File: config.mk
export PLATFORM = sky130hd
export DESIGN_NAME = eeprom_access
export DESIGN_NICKNAME = d
export VERILOG_FILES = /design/src/hw/eeprom_pkg.sv /design/src/hw/pin_sync.sv /design/src/hw/byte_fifo.sv /design/src/hw/eeprom_access.sv
export SDC_FILE = /design/constraint.sdc
export NUM_CORES = 1
export LEC_CHECK = 0
export ABC_AREA = 1
export BUFFER_PORTS_ARGS = -buffer_cell sky130_fd_sc_hd__buf_2
export CAP_MARGIN = 20
export CORE_MARGIN = 10
export CORE_UTILIZATION = 63
export DETAILED_ROUTE_END_ITERATION = 16
export PLACE_DENSITY = 0.77
export REMOVE_ABC_BUFFERS = 1
export SYNTH_ARGS = -nofsm -noshare
export SYNTH_HDL_FRONTEND = slang
export SYNTH_SLANG_ARGS = --single-unit
File: constraint.sdc
create_clock -name clk -period 3.9 [get_ports clk]
set_input_delay 0.195 -clock clk [delete_from_list [all_inputs] [get_ports clk]]
set_output_delay 0.195 -clock clk [all_outputs]
set_load 0.05 [all_outputs]
File: src/hw/eeprom_pkg.sv
//==================================================================
//==================================================================
package eeprom_pkg;

   // ===============================================================
   // instruction codes
   localparam logic [7:0] OP_SET_LATCH = 8'h06;
   localparam logic [7:0] OP_CLR_LATCH = 8'h04;
   localparam logic [7:0] OP_MEM_WR    = 8'h02;
   localparam logic [7:0] OP_STATUS_RD = 8'h05;
   localparam logic [7:0] OP_MEM_RD    = 8'h03;
   localparam logic [7:0] OP_STATUS_WR = 8'h01;

   // ===============================================================
   // sizes and counts
   localparam int ADDR_PHASE_BITS  = 16;
   localparam int MEM_ADDR_BITS    = 15;
   localparam int PAGE_BITS        = 6;
   localparam int PAGE_BYTES       = 64;
   localparam int ID_BITS          = 5;
   localparam int FIFO_DEPTH       = 8;
   localparam int WRITE_CYCLES     = 200;
   localparam logic [4:0] LAST_OP_BIT   = 5'h07;
   localparam logic [4:0] LAST_ADDR_BIT = 5'h0F;
   localparam logic [1:0] FETCH_LAT     = 2'h2;
   localparam logic [4:0] PIN_IDLE      = 5'h1F;

   // ===============================================================
   // block protect codes
   localparam logic [1:0] BP_NONE    = 2'h0;
   localparam logic [1:0] BP_QUARTER = 2'h1;
   localparam logic [1:0] BP_HALF    = 2'h2;
   localparam logic [1:0] BP_FULL    = 2'h3;

   // ===============================================================
   // status register, bit 7 down to bit 0
   typedef struct packed {
      logic       protect_pin_enable;
      logic       id_page_select;
      logic       zero;
      logic       id_page_lock;
      logic [1:0] block_protect;
      logic       write_latch_flag;
      logic       busy;
   } status_t;

   localparam logic [7:0] STATUS_RESET   = 8'h00;
   localparam logic [7:0] STATUS_WR_MASK = 8'hDC;

   // one byte handed to the cell programmer
   typedef struct packed {
      logic [ADDR_PHASE_BITS-1:0] addr;
      logic [7:0]                 data;
   } prog_word_t;

   typedef enum logic [2:0] {
      ST_CMD       = 3'b000,
      ST_SET_LATCH = 3'b001,
      ST_ADDR      = 3'b010,
      ST_WDATA     = 3'b011,
      ST_RDATA     = 3'b100,
      ST_STATUS_RD = 3'b101,
      ST_STATUS_WR = 3'b110,
      ST_IGNORE    = 3'b111
   } state_t;

endpackage

File: src/hw/pin_sync.sv
`timescale 1ns/1ns
// ==================================================================
// two-stage synchroniser for asynchronous pins
module pin_sync #(
   parameter int               WIDTH   = 1,
   parameter logic [WIDTH-1:0] RST_VAL = '0
) (
   // clock and reset
   input  wire logic             clk,
   input  wire logic             rst_n,
   // pins and synchronised levels
   input  wire logic [WIDTH-1:0] d,
   output logic      [WIDTH-1:0] q
);
   logic [WIDTH-1:0] meta_reg;

   // first stage feeds only the second
   always_ff @(posedge clk or negedge rst_n) begin
      if (!rst_n) begin
         meta_reg <= RST_VAL;
         q        <= RST_VAL;
      end else begin
         meta_reg <= d;
         q        <= meta_reg;
      end
   end
endmodule

File: src/hw/byte_fifo.sv
`timescale 1ns/1ns
// ==================================================================
// small synchronous fifo, valid/ready on both sides
module byte_fifo #(
   parameter int WIDTH = 8,
   parameter int DEPTH = 8
) (
   // clock and reset
   input  wire logic             clk,
   input  wire logic             rst_n,
   // fill side
   input  wire logic             in_valid,
   output logic                  in_ready,
   input  wire logic [WIDTH-1:0] in_data,
   // drain side
   output logic                  out_valid,
   input  wire logic             out_ready,
   output logic      [WIDTH-1:0] out_data
);
   localparam int PW = $clog2(DEPTH);
   logic [WIDTH-1:0] mem [DEPTH];
   logic [PW:0]      wr_ptr_reg;
   logic [PW:0]      rd_ptr_reg;
   logic             push;
   logic             pop;

   // extra pointer bit tells full from empty
   assign in_ready  = (wr_ptr_reg - rd_ptr_reg) != (PW+1)'(DEPTH);
   assign out_valid = wr_ptr_reg != rd_ptr_reg;
   assign out_data  = mem[rd_ptr_reg[PW-1:0]];
   assign push      = in_valid & in_ready;
   assign pop       = out_valid & out_ready;

   // storage
   always_ff @(posedge clk) begin
      if (push) begin
         mem[wr_ptr_reg[PW-1:0]] <= in_data;
      end
   end

   // pointers
   always_ff @(posedge clk or negedge rst_n) begin
      if (!rst_n) begin
         wr_ptr_reg <= '0;
         rd_ptr_reg <= '0;
      end else begin
         if (push) begin
            wr_ptr_reg <= wr_ptr_reg + 1'b1;
         end
         if (pop) begin
            rd_ptr_reg <= rd_ptr_reg + 1'b1;
         end
      end
   end
endmodule

File: src/hw/eeprom_access.sv
`timescale 1ns/1ns
// ==================================================================
// serial eeprom command, protection and write-cycle logic
module eeprom_access
   import eeprom_pkg::*;
#(
   parameter int MEM_BITS   = eeprom_pkg::MEM_ADDR_BITS,
   parameter int WC_CYCLES  = eeprom_pkg::WRITE_CYCLES,
   parameter int FIFO_WORDS = eeprom_pkg::FIFO_DEPTH
) (
   // clock and reset
   input  wire logic                    clk,
   input  wire logic                    rst_n,
   // serial pins
   input  wire logic                    cs_n,
   input  wire logic                    sck,
   input  wire logic                    si,
   input  wire logic                    hold_n,
   input  wire logic                    wp_n,
   output logic                         so_out,
   output logic                         so_oe,
   // array read port, data valid one clock after address
   output logic [MEM_BITS-1:0]          rd_addr,
   input  wire logic [7:0]              rd_data,
   // cell programmer
   output logic                         prog_valid,
   input  wire logic                    prog_ready,
   output eeprom_pkg::prog_word_t       prog_word,
   // status view
   output eeprom_pkg::status_t          status_out
);
   import eeprom_pkg::*;

   // ===============================================================
   // declarations
   logic [4:0]          pins_s;
   logic                cs_s, sck_s, si_s, hold_s, wp_s;
   logic                sck_d_reg, cs_d_reg;
   logic                sck_rise, sck_fall, cs_rise, wp_block;
   state_t              state_reg;
   logic [4:0]          bit_cnt_reg;
   logic [7:0]          in_sh_reg, byte_in;
   logic [15:0]         addr_reg, addr_next;
   logic                op_wr_reg, got_data_reg;
   logic [7:0]          sr_new_reg;
   status_t             status_reg, sr_next;
   logic [7:0]          page_buf [PAGE_BYTES];
   logic [7:0]          id_page [2**ID_BITS];
   logic [PAGE_BYTES-1:0] mask_reg;
   logic [PAGE_BITS-1:0]  off_reg;
   logic                cmd_done, addr_done, byte_done, id_reject;
   logic                start_wr, start_sr, cycle_end;
   logic [PAGE_BITS:0]  walk_reg;
   logic                walk_done, id_mode_reg;
   logic [15:0]         page_reg;
   logic [MEM_BITS-1:0] wr_addr;
   logic [31:0]         wait_reg;
   logic                fifo_in_valid, fifo_in_ready, fifo_out_valid, fifo_out_ready;
   prog_word_t          fifo_in_word, fifo_out_word;
   logic [MEM_BITS-1:0] rd_ptr_reg;
   logic [1:0]          fetch_reg;
   logic [7:0]          out_sh_reg, byte_src;

   // ===============================================================
   // functions
   function automatic logic prot_hit(input logic [1:0] bp, input logic [MEM_BITS-1:0] a);
      unique case (bp)
         BP_NONE:    prot_hit = 1'b0;
         BP_QUARTER: prot_hit = &a[MEM_BITS-1 -: 2];
         BP_HALF:    prot_hit = a[MEM_BITS-1];
         BP_FULL:    prot_hit = 1'b1;
      endcase
   endfunction

   function automatic state_t decode(input logic [7:0] b, input status_t s, input logic wpb);
      if (s.busy && b != OP_STATUS_RD) begin
         decode = ST_IGNORE;
      end else begin
         unique case (b)
            OP_SET_LATCH: decode = ST_SET_LATCH;
            OP_STATUS_RD: decode = ST_STATUS_RD;
            OP_MEM_RD:    decode = ST_ADDR;
            OP_MEM_WR:    decode = s.write_latch_flag ? ST_ADDR : ST_IGNORE;
            OP_STATUS_WR: decode = (s.write_latch_flag && !wpb) ? ST_STATUS_WR
                                                               : ST_IGNORE;
            default:      decode = ST_IGNORE;
         endcase
      end
   endfunction

   // ===============================================================
   // pin synchronisers and edge detection
   pin_sync #(.WIDTH(5), .RST_VAL(PIN_IDLE)) u_sync (
      .clk   (clk),
      .rst_n (rst_n),
      .d     ({cs_n, sck, si, hold_n, wp_n}),
      .q     (pins_s)
   );
   assign {cs_s, sck_s, si_s, hold_s, wp_s} = pins_s;

   // previous levels for edge finding
   always_ff @(posedge clk or negedge rst_n) begin
      if (!rst_n) begin
         sck_d_reg <= 1'b1;
         cs_d_reg  <= 1'b1;
      end else begin
         sck_d_reg <= sck_s;
         cs_d_reg  <= cs_s;
      end
   end

   // a paused link sees no clock edges at all
   assign sck_rise = !cs_s && hold_s && sck_s && !sck_d_reg;
   assign sck_fall = !cs_s && hold_s && !sck_s && sck_d_reg;
   assign cs_rise  = cs_s && !cs_d_reg;
   assign wp_block = status_reg.protect_pin_enable && !wp_s;
   assign byte_in  = {in_sh_reg[6:0], si_s};
   assign addr_next = {addr_reg[14:0], si_s};

   // ===============================================================
   // phase strobes
   assign cmd_done  = sck_rise && state_reg == ST_CMD && bit_cnt_reg == LAST_OP_BIT;
   assign addr_done = sck_rise && state_reg == ST_ADDR && bit_cnt_reg == LAST_ADDR_BIT;
   assign byte_done = sck_rise && bit_cnt_reg == LAST_OP_BIT;

   // id page write checks on the starting byte address
   assign id_reject = status_reg.id_page_select &&
                      (status_reg.block_protect == BP_FULL ||
                       status_reg.id_page_lock ||
                       prot_hit(status_reg.block_protect,
                                MEM_BITS'(addr_reg[ID_BITS-1:0])));
   // only a session ended on a byte boundary starts a write
   assign start_wr = cs_rise && state_reg == ST_WDATA && got_data_reg &&
                     bit_cnt_reg == '0 && !id_reject;
   assign start_sr = cs_rise && state_reg == ST_STATUS_WR && got_data_reg &&
                     bit_cnt_reg == '0;

   // ===============================================================
   // command sequencer
   always_ff @(posedge clk or negedge rst_n) begin
      if (!rst_n) begin
         state_reg    <= ST_CMD;
         bit_cnt_reg  <= '0;
         in_sh_reg    <= '0;
         addr_reg     <= '0;
         op_wr_reg    <= 1'b0;
         got_data_reg <= 1'b0;
         sr_new_reg   <= '0;
      end else if (cs_s) begin
         state_reg   <= ST_CMD;
         bit_cnt_reg <= '0;
      end else if (state_reg == ST_STATUS_WR && wp_block) begin
         state_reg <= ST_IGNORE;
      end else if (sck_rise) begin
         in_sh_reg   <= byte_in;
         bit_cnt_reg <= bit_cnt_reg + 1'b1;
         unique case (state_reg)
            ST_CMD: begin
               if (bit_cnt_reg == LAST_OP_BIT) begin
                  bit_cnt_reg  <= '0;
                  got_data_reg <= 1'b0;
                  op_wr_reg    <= byte_in == OP_MEM_WR;
                  state_reg    <= decode(byte_in, status_reg, wp_block);
               end
            end
            // any clock after the opcode spoils the latch set
            ST_SET_LATCH: state_reg <= ST_IGNORE;
            ST_ADDR: begin
               addr_reg <= addr_next;
               if (bit_cnt_reg == LAST_ADDR_BIT) begin
                  bit_cnt_reg <= '0;
                  state_reg   <= op_wr_reg ? ST_WDATA : ST_RDATA;
               end
            end
            ST_WDATA, ST_RDATA, ST_STATUS_RD: begin
               if (bit_cnt_reg == LAST_OP_BIT) begin
                  bit_cnt_reg  <= '0;
                  got_data_reg <= 1'b1;
               end
            end
            ST_STATUS_WR: begin
               if (bit_cnt_reg == LAST_OP_BIT) begin
                  bit_cnt_reg  <= '0;
                  got_data_reg <= 1'b1;
                  sr_new_reg   <= byte_in;
               end
            end
            ST_IGNORE: bit_cnt_reg <= '0;
         endcase
      end
   end

   // ===============================================================
   // page buffer loading
   always_ff @(posedge clk or negedge rst_n) begin
      if (!rst_n) begin
         mask_reg <= '0;
         off_reg  <= '0;
      end else if (addr_done && op_wr_reg) begin
         mask_reg <= '0;
         off_reg  <= addr_next[PAGE_BITS-1:0];
      end else if (byte_done && state_reg == ST_WDATA) begin
         mask_reg[off_reg] <= 1'b1;
         off_reg           <= off_reg + 1'b1;
      end
   end

   // wrap overwrites earlier bytes of the same page
   always_ff @(posedge clk) begin
      if (byte_done && state_reg == ST_WDATA) begin
         page_buf[off_reg] <= byte_in;
      end
   end

   // ===============================================================
   // status register
   always_comb begin
      sr_next = status_t'((status_reg & ~STATUS_WR_MASK) | (sr_new_reg & STATUS_WR_MASK));
      // setting both id bits at once leaves both alone
      if (sr_new_reg[6] && sr_new_reg[4]) begin
         sr_next.id_page_select = status_reg.id_page_select;
         sr_next.id_page_lock   = status_reg.id_page_lock;
      end
      // lock is one-way
      sr_next.id_page_lock = sr_next.id_page_lock | status_reg.id_page_lock;
      sr_next.zero         = 1'b0;
   end

   always_ff @(posedge clk or negedge rst_n) begin
      if (!rst_n) begin
         status_reg <= status_t'(STATUS_RESET);
      end else begin
         if (cmd_done && byte_in == OP_CLR_LATCH && !status_reg.busy) begin
            status_reg.write_latch_flag <= 1'b0;
         end
         if (cs_rise && state_reg == ST_SET_LATCH) begin
            status_reg.write_latch_flag <= 1'b1;
         end
         if (cs_rise && (state_reg == ST_RDATA || state_reg == ST_WDATA)) begin
            status_reg.id_page_select <= 1'b0;
         end
         if (start_sr) begin
            status_reg <= sr_next;
            status_reg.busy <= 1'b1;
         end
         if (start_wr) begin
            status_reg.busy <= 1'b1;
         end
         if (cycle_end) begin
            status_reg.busy             <= 1'b0;
            status_reg.write_latch_flag <= 1'b0;
         end
      end
   end

   // ===============================================================
   // self-timed write cycle: walk the loaded page
   assign walk_done = walk_reg[PAGE_BITS];
   assign wr_addr   = {page_reg[MEM_BITS-1:PAGE_BITS], walk_reg[PAGE_BITS-1:0]};
   assign fifo_in_valid = status_reg.busy && !walk_done && !id_mode_reg &&
                          mask_reg[walk_reg[PAGE_BITS-1:0]] &&
                          !prot_hit(status_reg.block_protect, wr_addr);
   assign cycle_end = status_reg.busy && walk_done && !fifo_out_valid && !prog_valid &&
                      wait_reg >= 32'(WC_CYCLES - 1);

   always_comb begin
      fifo_in_word                     = '0;
      fifo_in_word.addr[MEM_BITS-1:0]  = wr_addr;
      fifo_in_word.data                = page_buf[walk_reg[PAGE_BITS-1:0]];
   end

   // protected or unloaded bytes are stepped over
   always_ff @(posedge clk or negedge rst_n) begin
      if (!rst_n) begin
         walk_reg    <= '1;
         id_mode_reg <= 1'b0;
         page_reg    <= '0;
         wait_reg    <= '0;
      end else if (start_wr || start_sr) begin
         walk_reg    <= start_wr ? '0 : '1;
         id_mode_reg <= status_reg.id_page_select;
         page_reg    <= addr_reg;
         wait_reg    <= '0;
      end else if (status_reg.busy) begin
         wait_reg <= wait_reg + 1'b1;
         if (!walk_done && (!fifo_in_valid || fifo_in_ready)) begin
            walk_reg <= walk_reg + 1'b1;
         end
      end
   end

   // id page cells live here; address bits above the low five ignored
   always_ff @(posedge clk) begin
      if (status_reg.busy && !walk_done && id_mode_reg && mask_reg[walk_reg[PAGE_BITS-1:0]]) begin
         id_page[walk_reg[ID_BITS-1:0]] <= page_buf[walk_reg[PAGE_BITS-1:0]];
      end
   end

   byte_fifo #(.WIDTH($bits(prog_word_t)), .DEPTH(FIFO_WORDS)) u_fifo (
      .clk       (clk),
      .rst_n     (rst_n),
      .in_valid  (fifo_in_valid),
      .in_ready  (fifo_in_ready),
      .in_data   (fifo_in_word),
      .out_valid (fifo_out_valid),
      .out_ready (fifo_out_ready),
      .out_data  (fifo_out_word)
   );

   // registered output stage toward the programmer
   assign fifo_out_ready = !prog_valid || prog_ready;

   always_ff @(posedge clk or negedge rst_n) begin
      if (!rst_n) begin
         prog_valid <= 1'b0;
         prog_word  <= '0;
      end else if (fifo_out_ready) begin
         prog_valid <= fifo_out_valid;
         prog_word  <= fifo_out_word;
      end
   end

   // ===============================================================
   // read path: fetch ahead, shift out on falling edges
   assign byte_src = status_reg.id_page_select ? id_page[rd_ptr_reg[ID_BITS-1:0]] : rd_data;

   always_ff @(posedge clk or negedge rst_n) begin
      if (!rst_n) begin
         rd_ptr_reg <= '0;
         fetch_reg  <= '0;
         out_sh_reg <= '0;
         so_out     <= 1'b0;
      end else begin
         if (addr_done && !op_wr_reg) begin
            rd_ptr_reg <= addr_next[MEM_BITS-1:0];
            fetch_reg  <= FETCH_LAT;
         end else if (byte_done && state_reg == ST_RDATA) begin
            fetch_reg <= FETCH_LAT;
         end else if (fetch_reg != '0) begin
            fetch_reg <= fetch_reg - 1'b1;
            if (fetch_reg == 2'h1) begin
               out_sh_reg <= byte_src;
               if (status_reg.id_page_select) begin
                  rd_ptr_reg[ID_BITS-1:0] <= rd_ptr_reg[ID_BITS-1:0] + 1'b1;
               end else begin
                  rd_ptr_reg <= rd_ptr_reg + 1'b1;
               end
            end
         end
         if ((cmd_done && byte_in == OP_STATUS_RD) ||
             (byte_done && state_reg == ST_STATUS_RD)) begin
            out_sh_reg <= status_reg;
         end else if (sck_fall && (state_reg == ST_RDATA || state_reg == ST_STATUS_RD)) begin
            so_out     <= out_sh_reg[7];
            out_sh_reg <= {out_sh_reg[6:0], 1'b0};
         end
      end
   end

   // output enabled only while selected, unpaused and answering
   always_ff @(posedge clk or negedge rst_n) begin
      if (!rst_n) begin
         so_oe <= 1'b0;
      end else begin
         so_oe <= !cs_s && hold_s &&
                  (state_reg == ST_RDATA || state_reg == ST_STATUS_RD);
      end
   end

   assign rd_addr    = rd_ptr_reg;
   assign status_out = status_reg;

endmodule

==> results_dict.tcl <==
set metrics [dict create \
    place_inst 5258 \
    largest_register "page_buf" \
    grt_max_degree 98 \
    ys.flop_type "edfxtp_1" \
    grt_pass1_wl_um 194000 \
    synth-seq-cells 1186 \
    clockPowerShare_pct 40.4 \
    netlist_instances 4260 \
    pwr-share-comb_pct 9.7 \
    cts_root_buffer "clkbuf_16" \
    gp_congestion 0.916 \
    fin_worst_skew_ns 0.0353 \
    drv_cap 0 \
    power_frac_seq_pct 49.9 \
    rows 102 \
    power.density_nw_per_um2 517 \
    yosysSeqAreaShare_pct 70.3 \
    worstPathCellList "inv_4 > buf_4 > nand3_1 > nand3_1 > nand2_1 > nor2_1 > nand3_2 > nand2_2 > nor3_4 > nand2_4 > nor2_1" \
    cts.htree.levels 3 \
    initial_core_util_pct 63.4 \
    slew_headroom_pct 29.6 \
    largest_reg_flops 512 \
    flow.area_growth_from_synthesis_pct 11.9 \
    wl_um 126000 \
    grt_overflow 0 \
    critPathMaxStageDelay_ns 0.74 \
    rr_worst_depth 11 \
    yosysTopAreaCell "edfxtp_1" \
    yosys-top-cells-area "edfxtp_1 (58%), dfrtp_1 (11%), o21ai_0 (5.4%), nor2_1 (5.3%), nand2_1 (4.8%)" \
    cp_max_fo 44 \
    avgRoutedWirePerCell_um 23.0 \
    critPathSlowestCell "dfstp_4" \
    async_flop_share_pct 19.7 \
    end_kind "flop" \
    vdd_drop_max_mv 0.556 \
    clock-sinks 1186 \
    switching_power_uw 7150 \
    synth.most_common_cell "edfxtp_1" \
    hpwl_um 76400 \
    n_antenna_cell 0 \
    synth_top_area_share_pct 58.3 \
    cts.clk_slew.worst_paths_ns 0.06 \
    setup_viol 0 \
    ant_nets 0 \
    drive_gt1_share_pct 10.4 \
    post-cts-setup-buffer-count 0 \
    first_pass_iters 6 \
    fin_nets 4378 \
    cts_resized 0 \
    dp_slack_ns 0.396 \
    start_kind "flop" \
    via_count 34300 \
    port_buffers 63 \
    status "finished, final reports clean" \
    yosysWarnings 0 \
    via_per_inst 6.26 \
    ctsHoldBuffers 8 \
    fillCellCount 5234 \
    ioPinCount 66 \
    clock_latency_ns 0.72 \
    antenna_found_initial 0 \
    yosys-top-cells-count "edfxtp_1 (952), nor2_1 (697), nand2_1 (630)" \
    drcViolationCount 0 \
    die_w_um 299 \
    fin_crit_ns 3.61 \
    die-height_um 299 \
    core_um2 77300 \
    cts_tree "done" \
    finalPower_uw 28400 \
    grt_use_total_pct 27.8 \
    seqCellArea_um2 34500 \
    synth_area_per_cell_um2 11.5 \
    fin_ws_ns 0.292 \
    min_delay_path_depth 5 \
    finalHoldViolCount 0 \
    drtIter0Drc 4059 \
    hold_class "input port to flop" \
    max_slew.worst_pin.slew_ns 1.05 \
    netlist_area_um2 49000 \
    p_leak_uw 0.0199 \
    synth_edf_count 952 \
    cts_buffers 116 \
    cp_data_required_time_ns 4.23 \
    swShare_pct 25.2 \
    cts_buffer_depth 3 \
    finalCritPeriodShare_pct 92.5 \
    critical_path_class "flop to flop" \
    instances_no_fill 5486 \
    max_freq_mhz 277 \
    drv_slew 0 \
    multi_input_area_um2 12900 \
    p_int_uw 21200 \
    die-area_um2 89400 \
    synth_cell_types 53 \
    rsz0062_at_grt "false" \
    grt_pass1_vias 33100 \
    crit_arrival_ns 3.94 \
]
-- through the flow --
stage                TNS, ns  utilization (%)  hold slack, ns  instance area [µm²]
floorplan           -3937.66                -          -0.101                48100
global placement           0             65.7           0.276                50800
detailed placement         0             65.7           0.274                50800
CTS                        0             70.9          0.0485                54800
global route               0             70.9           0.103                54800
finish                     0             70.9          0.0488                54800
-- power groups by stage --
stage	registers [µW]	clock network [µW]	logic, µW
floorplan	15100	0	994
global placement	14400	0	2630
detailed placement	14400	0	2700
CTS	14200	11500	2750
global route	14200	12000	3010
finish	14200	11500	2760
-- cell usage in the layout, fill, tap and decap left out, types with 24 or more instances in the layout --
master,netlist,routed
edfxtp_1,952,952
o221ai_1,44,44
xor2_1,24,24
a21oi_1,86,86
o21ai_0,525,525
clkbuf_1,185,26
clkbuf_16,0,116
nand4_1,49,49
clkinv_2,0,29
nor3_1,44,44
nand2_1,630,630
inv_1,191,188
nor2_1,697,688
o21a_1,61,61
buf_2,23,62
nand3_1,138,137
o22ai_1,174,174
buf_4,6,114
dfrtp_1,215,206
-- logic make-up (layout without fill, tap and decap cells) --
kind of cell	Yosys count	in the layout	synth area share [%]
multiplexers	16	16	0.329
XOR/XNOR	32	32	0.572
adder cells (fa/ha/maj)	18	18	0.459
AND/OR/NAND/NOR	1616	1616	13.7
other	1	2	0.00765
AO/OA/AOI/OAI	951	951	11.1
buffers and inverters	440	625	3.56
flip-flops	1186	1186	70.3
-- metal layers --
| metal | track usage, % | wire length, µm |
|---|---|---|
| met5 | 0 | 0 |
| met3 | 5.13 | 12700 |
| met1 | 37.1 | 47900 |
| met2 | 45.2 | 60800 |
| met4 | 10.6 | 4900 |
-- final cells by class --
| type | instances | share of cell area [%] |
|---|---|---|
| inverters | 212 | 1.47 |
| clock inverters | 72 | 1.63 |
| multi-input cells | 2635 | 23.4 |
| clock buffers | 148 | 5.62 |
| flip-flops and latches | 1186 | 62.9 |
| well taps | 1040 | 2.37 |
| repair buffers | 193 | 2.59 |
-- worst paths after layout --
kind	to	slack [ns]	start
min in group asynchronous	u_fifo.wr_ptr_reg[0]$_DFFE_PN0P_	0.12	rst_n
hold reg to reg	u_sync.q[2]$_DFF_PN1_	0.35	u_sync.meta_reg[2]$_DFF_PN1_
setup / recovery	id_page[2][0]$_DFFE_PP_	0.29	walk_reg[1]$_DFFE_PN1P_
setup reg to reg	id_page[2][0]$_DFFE_PP_	0.29	walk_reg[1]$_DFFE_PN1P_
hold / removal	out_sh_reg[7]$_DFFE_PN0P_	0.05	rd_data[7]
max in group asynchronous	rd_addr[0]$_DFFE_PN0P_	2.69	rst_n
-- critical path, delay by kind of cell (launching register included) --
family	cells	cell delay (ns)
buffers and inverters	2	0.54
flip-flops	1	0.74
AND/OR/NAND/NOR	9	1.91
Note: power is estimated with default switching activity, not from simulation.
